<file path="src/lasi_pkg.sv">
// Purpose: constants and types for the line alarm status and interrupt block
// Assumes: one clock clk_sys at 200 MHz; classic wishbone register access
// Notes:   registers are indexed; byte address is four times the index
// ****************************************************************
// What this block does
// ****************************************************************
`default_nettype none
package lasi_pkg;
  localparam int          NUM_CH       = 8;
  localparam int          CNT_W        = 31;
  // register indices (byte address = 4 * index)
  localparam logic [3:0]  IDX_LOOP_MODE = 4'h3;
  localparam logic [3:0]  IDX_IRQ_EN    = 4'h4;
  localparam logic [3:0]  IDX_LIVE      = 4'h5;
  localparam logic [3:0]  IDX_CHANGE    = 4'h6;
  localparam logic [3:0]  IDX_CABLE     = 4'h7;
  localparam logic [3:0]  IDX_SEG1      = 4'h8;
  localparam logic [7:0]  IDX_GLOBAL    = 8'h80;
  // live / enable / change, global and loop mode bit positions
  localparam int          BIT_DRV      = 6;
  localparam int          BIT_FIFO     = 5;
  localparam int          BIT_CV       = 4;
  localparam int          BIT_LOOP     = 3;
  localparam int          BIT_AIS      = 2;
  localparam int          BIT_LOS      = 1;
  localparam int          BIT_QRSS     = 0;
  localparam int          BIT_GIE      = 1;
  localparam int          BIT_MODE_HI  = 7;
  localparam int          BIT_MODE_LO  = 6;
  // loop detect field encodings
  localparam logic [1:0]  MODE_OFF     = 2'h0;
  localparam logic [1:0]  MODE_UP      = 2'h1;
  localparam logic [1:0]  MODE_DOWN    = 2'h2;
  localparam logic [1:0]  MODE_AUTO    = 2'h3;
  // reset values
  localparam logic [6:0]  RST_IRQ_EN   = 7'h00;
  localparam logic [1:0]  RST_MODE     = 2'h0;
  localparam logic [6:0]  RST_SEG1     = 7'h00;
  localparam logic        RST_GIE      = 1'b0;
  // loop code hold time
  localparam int          LOOP_HOLD_MS = 5000;
  localparam int          CLK_KHZ      = 200000;
  localparam longint      LOOP_HOLD_CYC = longint'(LOOP_HOLD_MS) * longint'(CLK_KHZ);

  typedef enum logic [1:0] {
    LOOP_OFF,
    LOOP_MANUAL,
    LOOP_AUTO_UP,
    LOOP_AUTO_DOWN
  } lasi_loop_e;
endpackage : lasi_pkg
`default_nettype wire

</file>
<file path="src/lasi_top.sv">
// Purpose: per-channel alarm status, change latches, loop code detection, wishbone slave
// Assumes: alarm inputs are synchronous levels from the channel detectors
// Notes:   one wait state per access; change latches clear on read
`timescale 1ns/1ps
`default_nettype none
module lasi_top
  import lasi_pkg::*;
#(
  parameter int unsigned LOOP_HOLD_CYCLES = 32'(LOOP_HOLD_CYC)
) (
  input  wire logic              clk_sys,
  input  wire logic              rst,
  input  wire logic              wb_cyc_i,
  input  wire logic              wb_stb_i,
  input  wire logic              wb_we_i,
  input  wire logic [9:0]        wb_adr_i,
  input  wire logic [3:0]        wb_sel_i,
  input  wire logic [31:0]       wb_dat_i,
  output logic      [31:0]       wb_dat_o,
  output logic                   wb_ack_o,
  input  wire logic [NUM_CH-1:0] driver_fail_in,
  input  wire logic [NUM_CH-1:0] fifo_limit_in,
  input  wire logic [NUM_CH-1:0] code_violation_in,
  input  wire logic [NUM_CH-1:0] alarm_indication_in,
  input  wire logic [NUM_CH-1:0] signal_loss_in,
  input  wire logic [NUM_CH-1:0] pattern_sync_in,
  input  wire logic [NUM_CH-1:0] loop_up_seen_in,
  input  wire logic [NUM_CH-1:0] loop_down_seen_in,
  input  wire logic [6*NUM_CH-1:0] cable_loss_value,
  output logic [7*NUM_CH-1:0]    segment_one_amplitude,
  output logic [NUM_CH-1:0]      remote_loopback,
  output logic                   irq_o
);

  // ****************************************************************
  // bus decode
  // ****************************************************************
  logic [7:0]  idx;
  logic [2:0]  acc_ch;
  logic [3:0]  acc_reg;
  logic        acc_chan;
  logic        req;
  logic        wr_fire;
  logic        rd_fire;
  logic        ack_ff;
  logic [7:0]  rdata_ff;
  logic [7:0]  nxt_rdata;

  assign idx      = wb_adr_i[9:2];
  assign acc_ch   = idx[6:4];
  assign acc_reg  = idx[3:0];
  assign acc_chan = ~idx[7];
  assign req      = wb_cyc_i & wb_stb_i;
  // writes and read side effects happen on the edge where the master sees ack
  assign wr_fire  = req & ack_ff & wb_we_i & wb_sel_i[0];
  assign rd_fire  = req & ack_ff & ~wb_we_i;

  // ****************************************************************
  // per-channel state
  // ****************************************************************
  logic [6:0]       irq_en_ff  [NUM_CH];
  logic [1:0]       mode_ff    [NUM_CH];
  logic [6:0]       seg1_ff    [NUM_CH];
  logic [6:0]       live       [NUM_CH];
  logic [6:0]       live_prev_ff [NUM_CH];
  logic [6:0]       change_ff  [NUM_CH];
  logic             loop_stat_ff [NUM_CH];
  logic [NUM_CH-1:0] chan_irq;
  logic             gie_ff;

  for (genvar c = 0; c < NUM_CH; c++) begin : g_ch
    logic             sel_me;
    logic             pat_seen;
    logic             held;
    logic [CNT_W-1:0] hold_cnt_ff;
    lasi_loop_e       state_ff;

    assign sel_me = acc_chan & (acc_ch == 3'(c));

    // ---- software-written registers
    always_ff @(posedge clk_sys) begin
      if (rst) begin
        irq_en_ff[c] <= RST_IRQ_EN;
        mode_ff[c]   <= RST_MODE;
        seg1_ff[c]   <= RST_SEG1;
      end else if (wr_fire && sel_me) begin
        if (acc_reg == IDX_IRQ_EN) begin
          irq_en_ff[c] <= wb_dat_i[6:0];
        end
        if (acc_reg == IDX_LOOP_MODE) begin
          mode_ff[c] <= {wb_dat_i[BIT_MODE_HI], wb_dat_i[BIT_MODE_LO]};
        end
        if (acc_reg == IDX_SEG1) begin
          seg1_ff[c] <= wb_dat_i[6:0];
        end
      end
    end

    assign segment_one_amplitude[7*c +: 7] = seg1_ff[c];

    // ---- loop code detection
    // the watched code depends on mode and, in automatic mode, on the loop state
    assign pat_seen = (mode_ff[c] == MODE_DOWN || state_ff == LOOP_AUTO_DOWN) ?
                      loop_down_seen_in[c] : loop_up_seen_in[c];
    // held is true on the first cycle beyond the hold time
    assign held = pat_seen && (hold_cnt_ff >= CNT_W'(LOOP_HOLD_CYCLES));

    always_ff @(posedge clk_sys) begin
      if (rst) begin
        state_ff        <= LOOP_OFF;
        hold_cnt_ff     <= '0;
        loop_stat_ff[c] <= 1'b0;
      end else begin
        case (state_ff)
          LOOP_OFF, LOOP_MANUAL: begin
            if (mode_ff[c] == MODE_AUTO) begin
              state_ff        <= LOOP_AUTO_UP;
              hold_cnt_ff     <= '0;
              loop_stat_ff[c] <= 1'b0;
            end else if (mode_ff[c] == MODE_OFF) begin
              state_ff        <= LOOP_OFF;
              hold_cnt_ff     <= '0;
              loop_stat_ff[c] <= 1'b0;
            end else begin
              state_ff <= LOOP_MANUAL;
              if (pat_seen) begin
                if (!held) begin
                  hold_cnt_ff <= hold_cnt_ff + CNT_W'(1);
                end
                loop_stat_ff[c] <= held;
              end else begin
                hold_cnt_ff     <= '0;
                loop_stat_ff[c] <= 1'b0;
              end
            end
          end
          LOOP_AUTO_UP, LOOP_AUTO_DOWN: begin
            if (mode_ff[c] != MODE_AUTO) begin
              // leaving automatic mode drops remote loop-back
              state_ff        <= LOOP_OFF;
              hold_cnt_ff     <= '0;
              loop_stat_ff[c] <= 1'b0;
            end else if (held) begin
              hold_cnt_ff <= '0;
              if (state_ff == LOOP_AUTO_UP) begin
                state_ff        <= LOOP_AUTO_DOWN;
                loop_stat_ff[c] <= 1'b1;
              end else begin
                state_ff        <= LOOP_AUTO_UP;
                loop_stat_ff[c] <= 1'b0;
              end
            end else if (pat_seen) begin
              hold_cnt_ff <= hold_cnt_ff + CNT_W'(1);
            end else begin
              // the code must be seen without a break for the whole hold time
              hold_cnt_ff <= '0;
            end
          end
          default: begin
            state_ff        <= LOOP_OFF;
            hold_cnt_ff     <= '0;
            loop_stat_ff[c] <= 1'b0;
          end
        endcase
      end
    end

    // loop bit stays up for the whole remote loop-back period
    assign remote_loopback[c] = (state_ff == LOOP_AUTO_DOWN);

    // ---- live status and change latches
    assign live[c][BIT_DRV]  = driver_fail_in[c];
    assign live[c][BIT_FIFO] = fifo_limit_in[c];
    assign live[c][BIT_CV]   = code_violation_in[c];
    assign live[c][BIT_LOOP] = loop_stat_ff[c];
    assign live[c][BIT_AIS]  = alarm_indication_in[c];
    assign live[c][BIT_LOS]  = signal_loss_in[c];
    assign live[c][BIT_QRSS] = pattern_sync_in[c];

    always_ff @(posedge clk_sys) begin
      if (rst) begin
        live_prev_ff[c] <= '0;
        change_ff[c]    <= '0;
      end else begin
        live_prev_ff[c] <= live[c];
        // only bits that the read returned are cleared; a new change wins
        if (rd_fire && sel_me && acc_reg == IDX_CHANGE) begin
          change_ff[c] <= (change_ff[c] & ~rdata_ff[6:0]) | (live[c] ^ live_prev_ff[c]);
        end else begin
          change_ff[c] <= change_ff[c] | (live[c] ^ live_prev_ff[c]);
        end
      end
    end

    assign chan_irq[c] = |(change_ff[c] & irq_en_ff[c]);
  end

  // ****************************************************************
  // global register and interrupt output
  // ****************************************************************
  always_ff @(posedge clk_sys) begin
    if (rst) begin
      gie_ff <= RST_GIE;
    end else if (wr_fire && idx == IDX_GLOBAL) begin
      gie_ff <= wb_dat_i[BIT_GIE];
    end
  end

  logic irq_ff;
  always_ff @(posedge clk_sys) begin
    if (rst) begin
      irq_ff <= 1'b0;
    end else begin
      irq_ff <= gie_ff & (|chan_irq);
    end
  end
  assign irq_o = irq_ff;

  // ****************************************************************
  // read mux and acknowledge
  // ****************************************************************
  always_comb begin
    nxt_rdata = 8'h00;
    if (!acc_chan) begin
      if (idx == IDX_GLOBAL) begin
        nxt_rdata[BIT_GIE] = gie_ff;
      end
    end else begin
      case (acc_reg)
        IDX_LOOP_MODE: begin
          nxt_rdata[BIT_MODE_HI] = mode_ff[acc_ch][1];
          nxt_rdata[BIT_MODE_LO] = mode_ff[acc_ch][0];
        end
        IDX_IRQ_EN: nxt_rdata = {1'b0, irq_en_ff[acc_ch]};
        IDX_LIVE:   nxt_rdata = {1'b0, live[acc_ch]};
        IDX_CHANGE: nxt_rdata = {1'b0, change_ff[acc_ch]};
        IDX_CABLE:  nxt_rdata = {2'b00, cable_loss_value[6*acc_ch +: 6]};
        IDX_SEG1:   nxt_rdata = {1'b0, seg1_ff[acc_ch]};
        default:    nxt_rdata = 8'h00;
      endcase
    end
  end

  always_ff @(posedge clk_sys) begin
    if (rst) begin
      ack_ff   <= 1'b0;
      rdata_ff <= 8'h00;
    end else begin
      ack_ff <= req & ~ack_ff;
      // snapshot is taken on the request edge and held through the ack cycle
      if (req && !ack_ff) begin
        rdata_ff <= nxt_rdata;
      end
    end
  end

  assign wb_ack_o = ack_ff;
  assign wb_dat_o = {24'h000000, rdata_ff};

endmodule : lasi_top
`default_nettype wire

</file>
<file path="config.mk">
export PLATFORM = sky130hd
export DESIGN_NAME = lasi_top
export DESIGN_NICKNAME = d
export VERILOG_FILES = /design/src/lasi_pkg.sv /design/src/lasi_top.sv
export SDC_FILE = /design/constraint.sdc
export NUM_CORES = 1
export LEC_CHECK = 0
export ABC_CLOCK_PERIOD_IN_PS = 2650
export BUFFER_PORTS_ARGS = -buffer_cell sky130_fd_sc_hd__buf_4
export CAP_MARGIN = 10
export CORE_MARGIN = 2
export CORE_UTILIZATION = 54
export CTS_CLUSTER_DIAMETER = 80
export DETAILED_ROUTE_END_ITERATION = 6
export GPL_ROUTABILITY_DRIVEN = 0
export HOLD_SLACK_MARGIN = 0.03
export PLACE_DENSITY_LB_ADDON = 0.25
export SYNTH_ARGS = -nofsm -noshare
export SYNTH_HDL_FRONTEND = slang
export SYNTH_SLANG_ARGS = --single-unit
export TNS_END_PERCENT = 30
</file>
<file path="constraint.sdc">
create_clock -name clk_sys -period 2.65 [get_ports clk_sys]
set_input_delay 0.265 -clock clk_sys [delete_from_list [all_inputs] [get_ports clk_sys]]
set_output_delay 0.265 -clock clk_sys [all_outputs]
set_load 0.05 [all_outputs]
</file>
==> metrics.md <==
| Metric | Value |
|---|---|
| TritonRoute pass-1 iters | 6 |
| Yosys warns | 0 |
| CP Max Fanout | 29 |
| Static leakage | between 10 and 15 nW |
| Clock Pin Slew Worst Setup and Hold Paths | ~70 ps |
| Tmin final | approximately 2500 ps |
| TritonCTS buffer count | 55 |
| Die height | about 230 µm |
| Htree depth | 2 |
| CP Data Required Time | roughly 3200 ps |
| Post-DP Area | roughly 0.03 mm² |
| P_int | around 14 mW |
| Top FF cell, synth | dfxtp_1 |
| Root Driver | clkbuf_16 |
| Final setup fails | 0 |
| Post-Route Skew | between 15 and 20 ps |
| Later-pin clock latency in the skew report | roughly 600 ps |
| Relative slew slack | 0.520 |
| Nets | approximately 3300 |
| Setup Buffers After CTS | 0 |
| Worst Max-Slew Pin Slew | ~720 ps |
| Final instance area | ~0.032 mm² |
| Top cells by area, synth | dfxtp_1, edfxtp_1, nor2_1 |
| Initial antenna violation count | 4 |
| Clock share of power | 0.442 |
| Clock tree buffer depth | 3 |
| Ports | ~260 |
| Flop pwr share | 0.475 |
| Layout cell share with drive strength beyond 1 | 0.153 |
| Tcrit/Tclk final | 0.935 |
| Post-route antenna net violation count | 0 |
| Starting Density | 0.546 |
| Hpwl dp | around 50 mm |
| Switching power | between 4 and 5 mW |
| Min Hold Slack | 114 ps |
| CP Data Arrival Time | about 3000 ps |
| Slew Viols, Final | 0 |
| TritonCTS clock tree | yes |
| Outcome | finished clean |
| Commonest cells in the netlist | nor2_1, dfxtp_1, nand2_1 |
| Hold Vio Cnt, Final | 0 |
| Post-synth cell types | between 80 and 90 |
| Hold Crit Class | input pin to flop |
| Total GRT Usage | 0.273 |
| Area of the mapped netlist | approximately 0.027 mm² |
| Yosys reg bits | 523 |
| DRC | 0 |
| Synth async-reset ratio | 0 |
| Seq/Total Area, Yosys | 0.464 |
| Post-Synthesis Cells | 2751 |
| Core ar. | 0.0488 mm² |
| Die width | about 230 µm |
| Rows | approximately 80 |
| Pwr per Cell Area | 577 mW/mm² |
| Max VDD drop | approximately 400 µV |
| Number of global-route vias before repair | 20900 |
| Placed cell count | between 3000 and 4000 |
| RSZ-0062 raised after global routing | true |
| Post-Layout Cell Count | 3768 |
| Routed length per placed instance | 18.8 µm |
| First-pass GRT wire length | 111 mm |
| Gr ovfl total | 0 |
| Total wire length | between 70 and 80 mm |
| Largest net degree at the start of global routing | 109 |
| Combinational power share | 0.083 |
| Fmax | roughly 400 MHz |
| Sw Share | 0.233 |
| Max-cap violations | 0 |
| Vias per cell | ~5.7 |
| Syn_area_per_cell | 9.70 µm² |
| Setup CP Type | flop to flop |
| Most frequent cell after synthesis | nor2_1 |
| DIE AREA | between 0.05 and 0.06 mm² |
| Via count | ~22000 |
| Area share of the largest cell type after synthesis | 0.248 |
| Most area-hungry cell type in the Yosys netlist | dfxtp_1 |
| # fillers | 3828 |
| CP startpoint kind | flop |
| CTS sink cnt | 523 |
| Initial DRC Count | between 2000 and 2500 |
| Synth-to-layout area growth | 19.2% |
| PortBufs | 207 |
| Crit. End Element | flop |
| Post-synth EDFFs | about 190 |
-- critical path, stage by stage (launching register included) --
cell,delay [ps]
dfxtp_1,370
o21ai_1,180
a2111oi_2,100
o41ai_2,550
a2111oi_4,180
buf_12,210
nand2b_1,220
or4_1,430
a21oi_1,160
-- cell usage in the layout (no fill, tap or decap), drive strengths merged, types with 39 or more instances in the layout --
cell,instances
a21oi,95
and2,129
buf,272
clkbuf,84
conb,80
dfxtp,331
dlygate4sd3,49
edfxtp,192
ha,48
inv,66
mux4,72
nand2,202
nand3,93
nand4,71
nor2,477
nor2b,70
nor3,66
nor4,39
o21ai,68
xnor2,173
xor2,123
-- cell families after synthesis --
group,synth area share
flip-flops,0.464
adder cells (fa/ha/maj),0.0225
other,0.000281
buffers and inverters,0.0364
AO/OA/AOI/OAI,0.0711
AND/OR/NAND/NOR,0.234
multiplexers,0.0749
XOR/XNOR,0.0971
-- power groups by stage --
stage	sequential [mW]	combinational [mW]	clock [mW]
floorplan	8.89	0.835	0
global placement	8.88	1.41	0
detailed placement	8.89	1.43	0
CTS	8.71	1.50	8.27
global route	8.73	1.63	8.54
finish	8.72	1.53	8.11
-- metal layers --
metal | wire (µm) | GRT usage | up-vias
li1 | - | - | 10100
met1 | 29300 | 0.354 | 10400
met2 | 33300 | 0.450 | 890
met3 | 5500 | 0.0503 | 182
met4 | 2670 | 0.112 | 4
met5 | 34 | 0 | -
-- per-stage QoR --
step	utilization	worst slack (ps)	TNS (ps)	power, mW
global placement	0.601	130	0	10.3
global route	0.652	-49.1	-62.8	18.9
floorplan	-	67.7	0	9.73
CTS	0.651	111	0	18.5
finish	0.652	173	0	18.4
detailed placement	0.601	139	0	10.3
-- layout make-up --
type                       instances  area, µm²  area share
timing repair buffer             321       2710      0.0851
inverter                          66        248     0.00778
sequential                       523      12400       0.389
multi-input combinational       2089      13700       0.431
antenna                            2       5.00    0.000157
clock inverter                    19        231     0.00727
tap                              664        831      0.0261
clock buffer                      84       1700      0.0535
-- state kept, by name, indices dropped and copies added (netlist names), 8 cells and up --
| register | flops |
|---|---|
| seg1_ff | 56 |
| irq_en_ff | 56 |
| mode_ff | 16 |
| change_ff | 56 |
| live_prev_ff | 56 |
| rdata_ff | 8 |
| loop_stat_ff | 8 |
| g_ch.state_ff | 16 |
| g_ch.hold_cnt_ff | 248 |
-- path summary, 6_finish.rpt --
path | startpoint | endpoint | slack, ps | cells after the start
setup / recovery | g_ch[7].hold_cnt_ff[10] | g_ch[7].hold_cnt_ff[28] | 170 | 8
setup reg to reg | g_ch[7].hold_cnt_ff[10] | g_ch[7].hold_cnt_ff[28] | 170 | 8
hold / removal | wb_dat_i[0] | irq_en_ff[6][0] | 110 | 2
hold reg to reg | g_ch[7].hold_cnt_ff[30] | g_ch[7].hold_cnt_ff[30] | 510 | 2
-- what timing repair did --
action,in CTS,in global routing
hold endpoints to repair,49,0
hold buffers,49,0
gates resized for setup,0,8
setup endpoints to repair,0,85
Note: power is estimated with default switching activity, not from simulation.
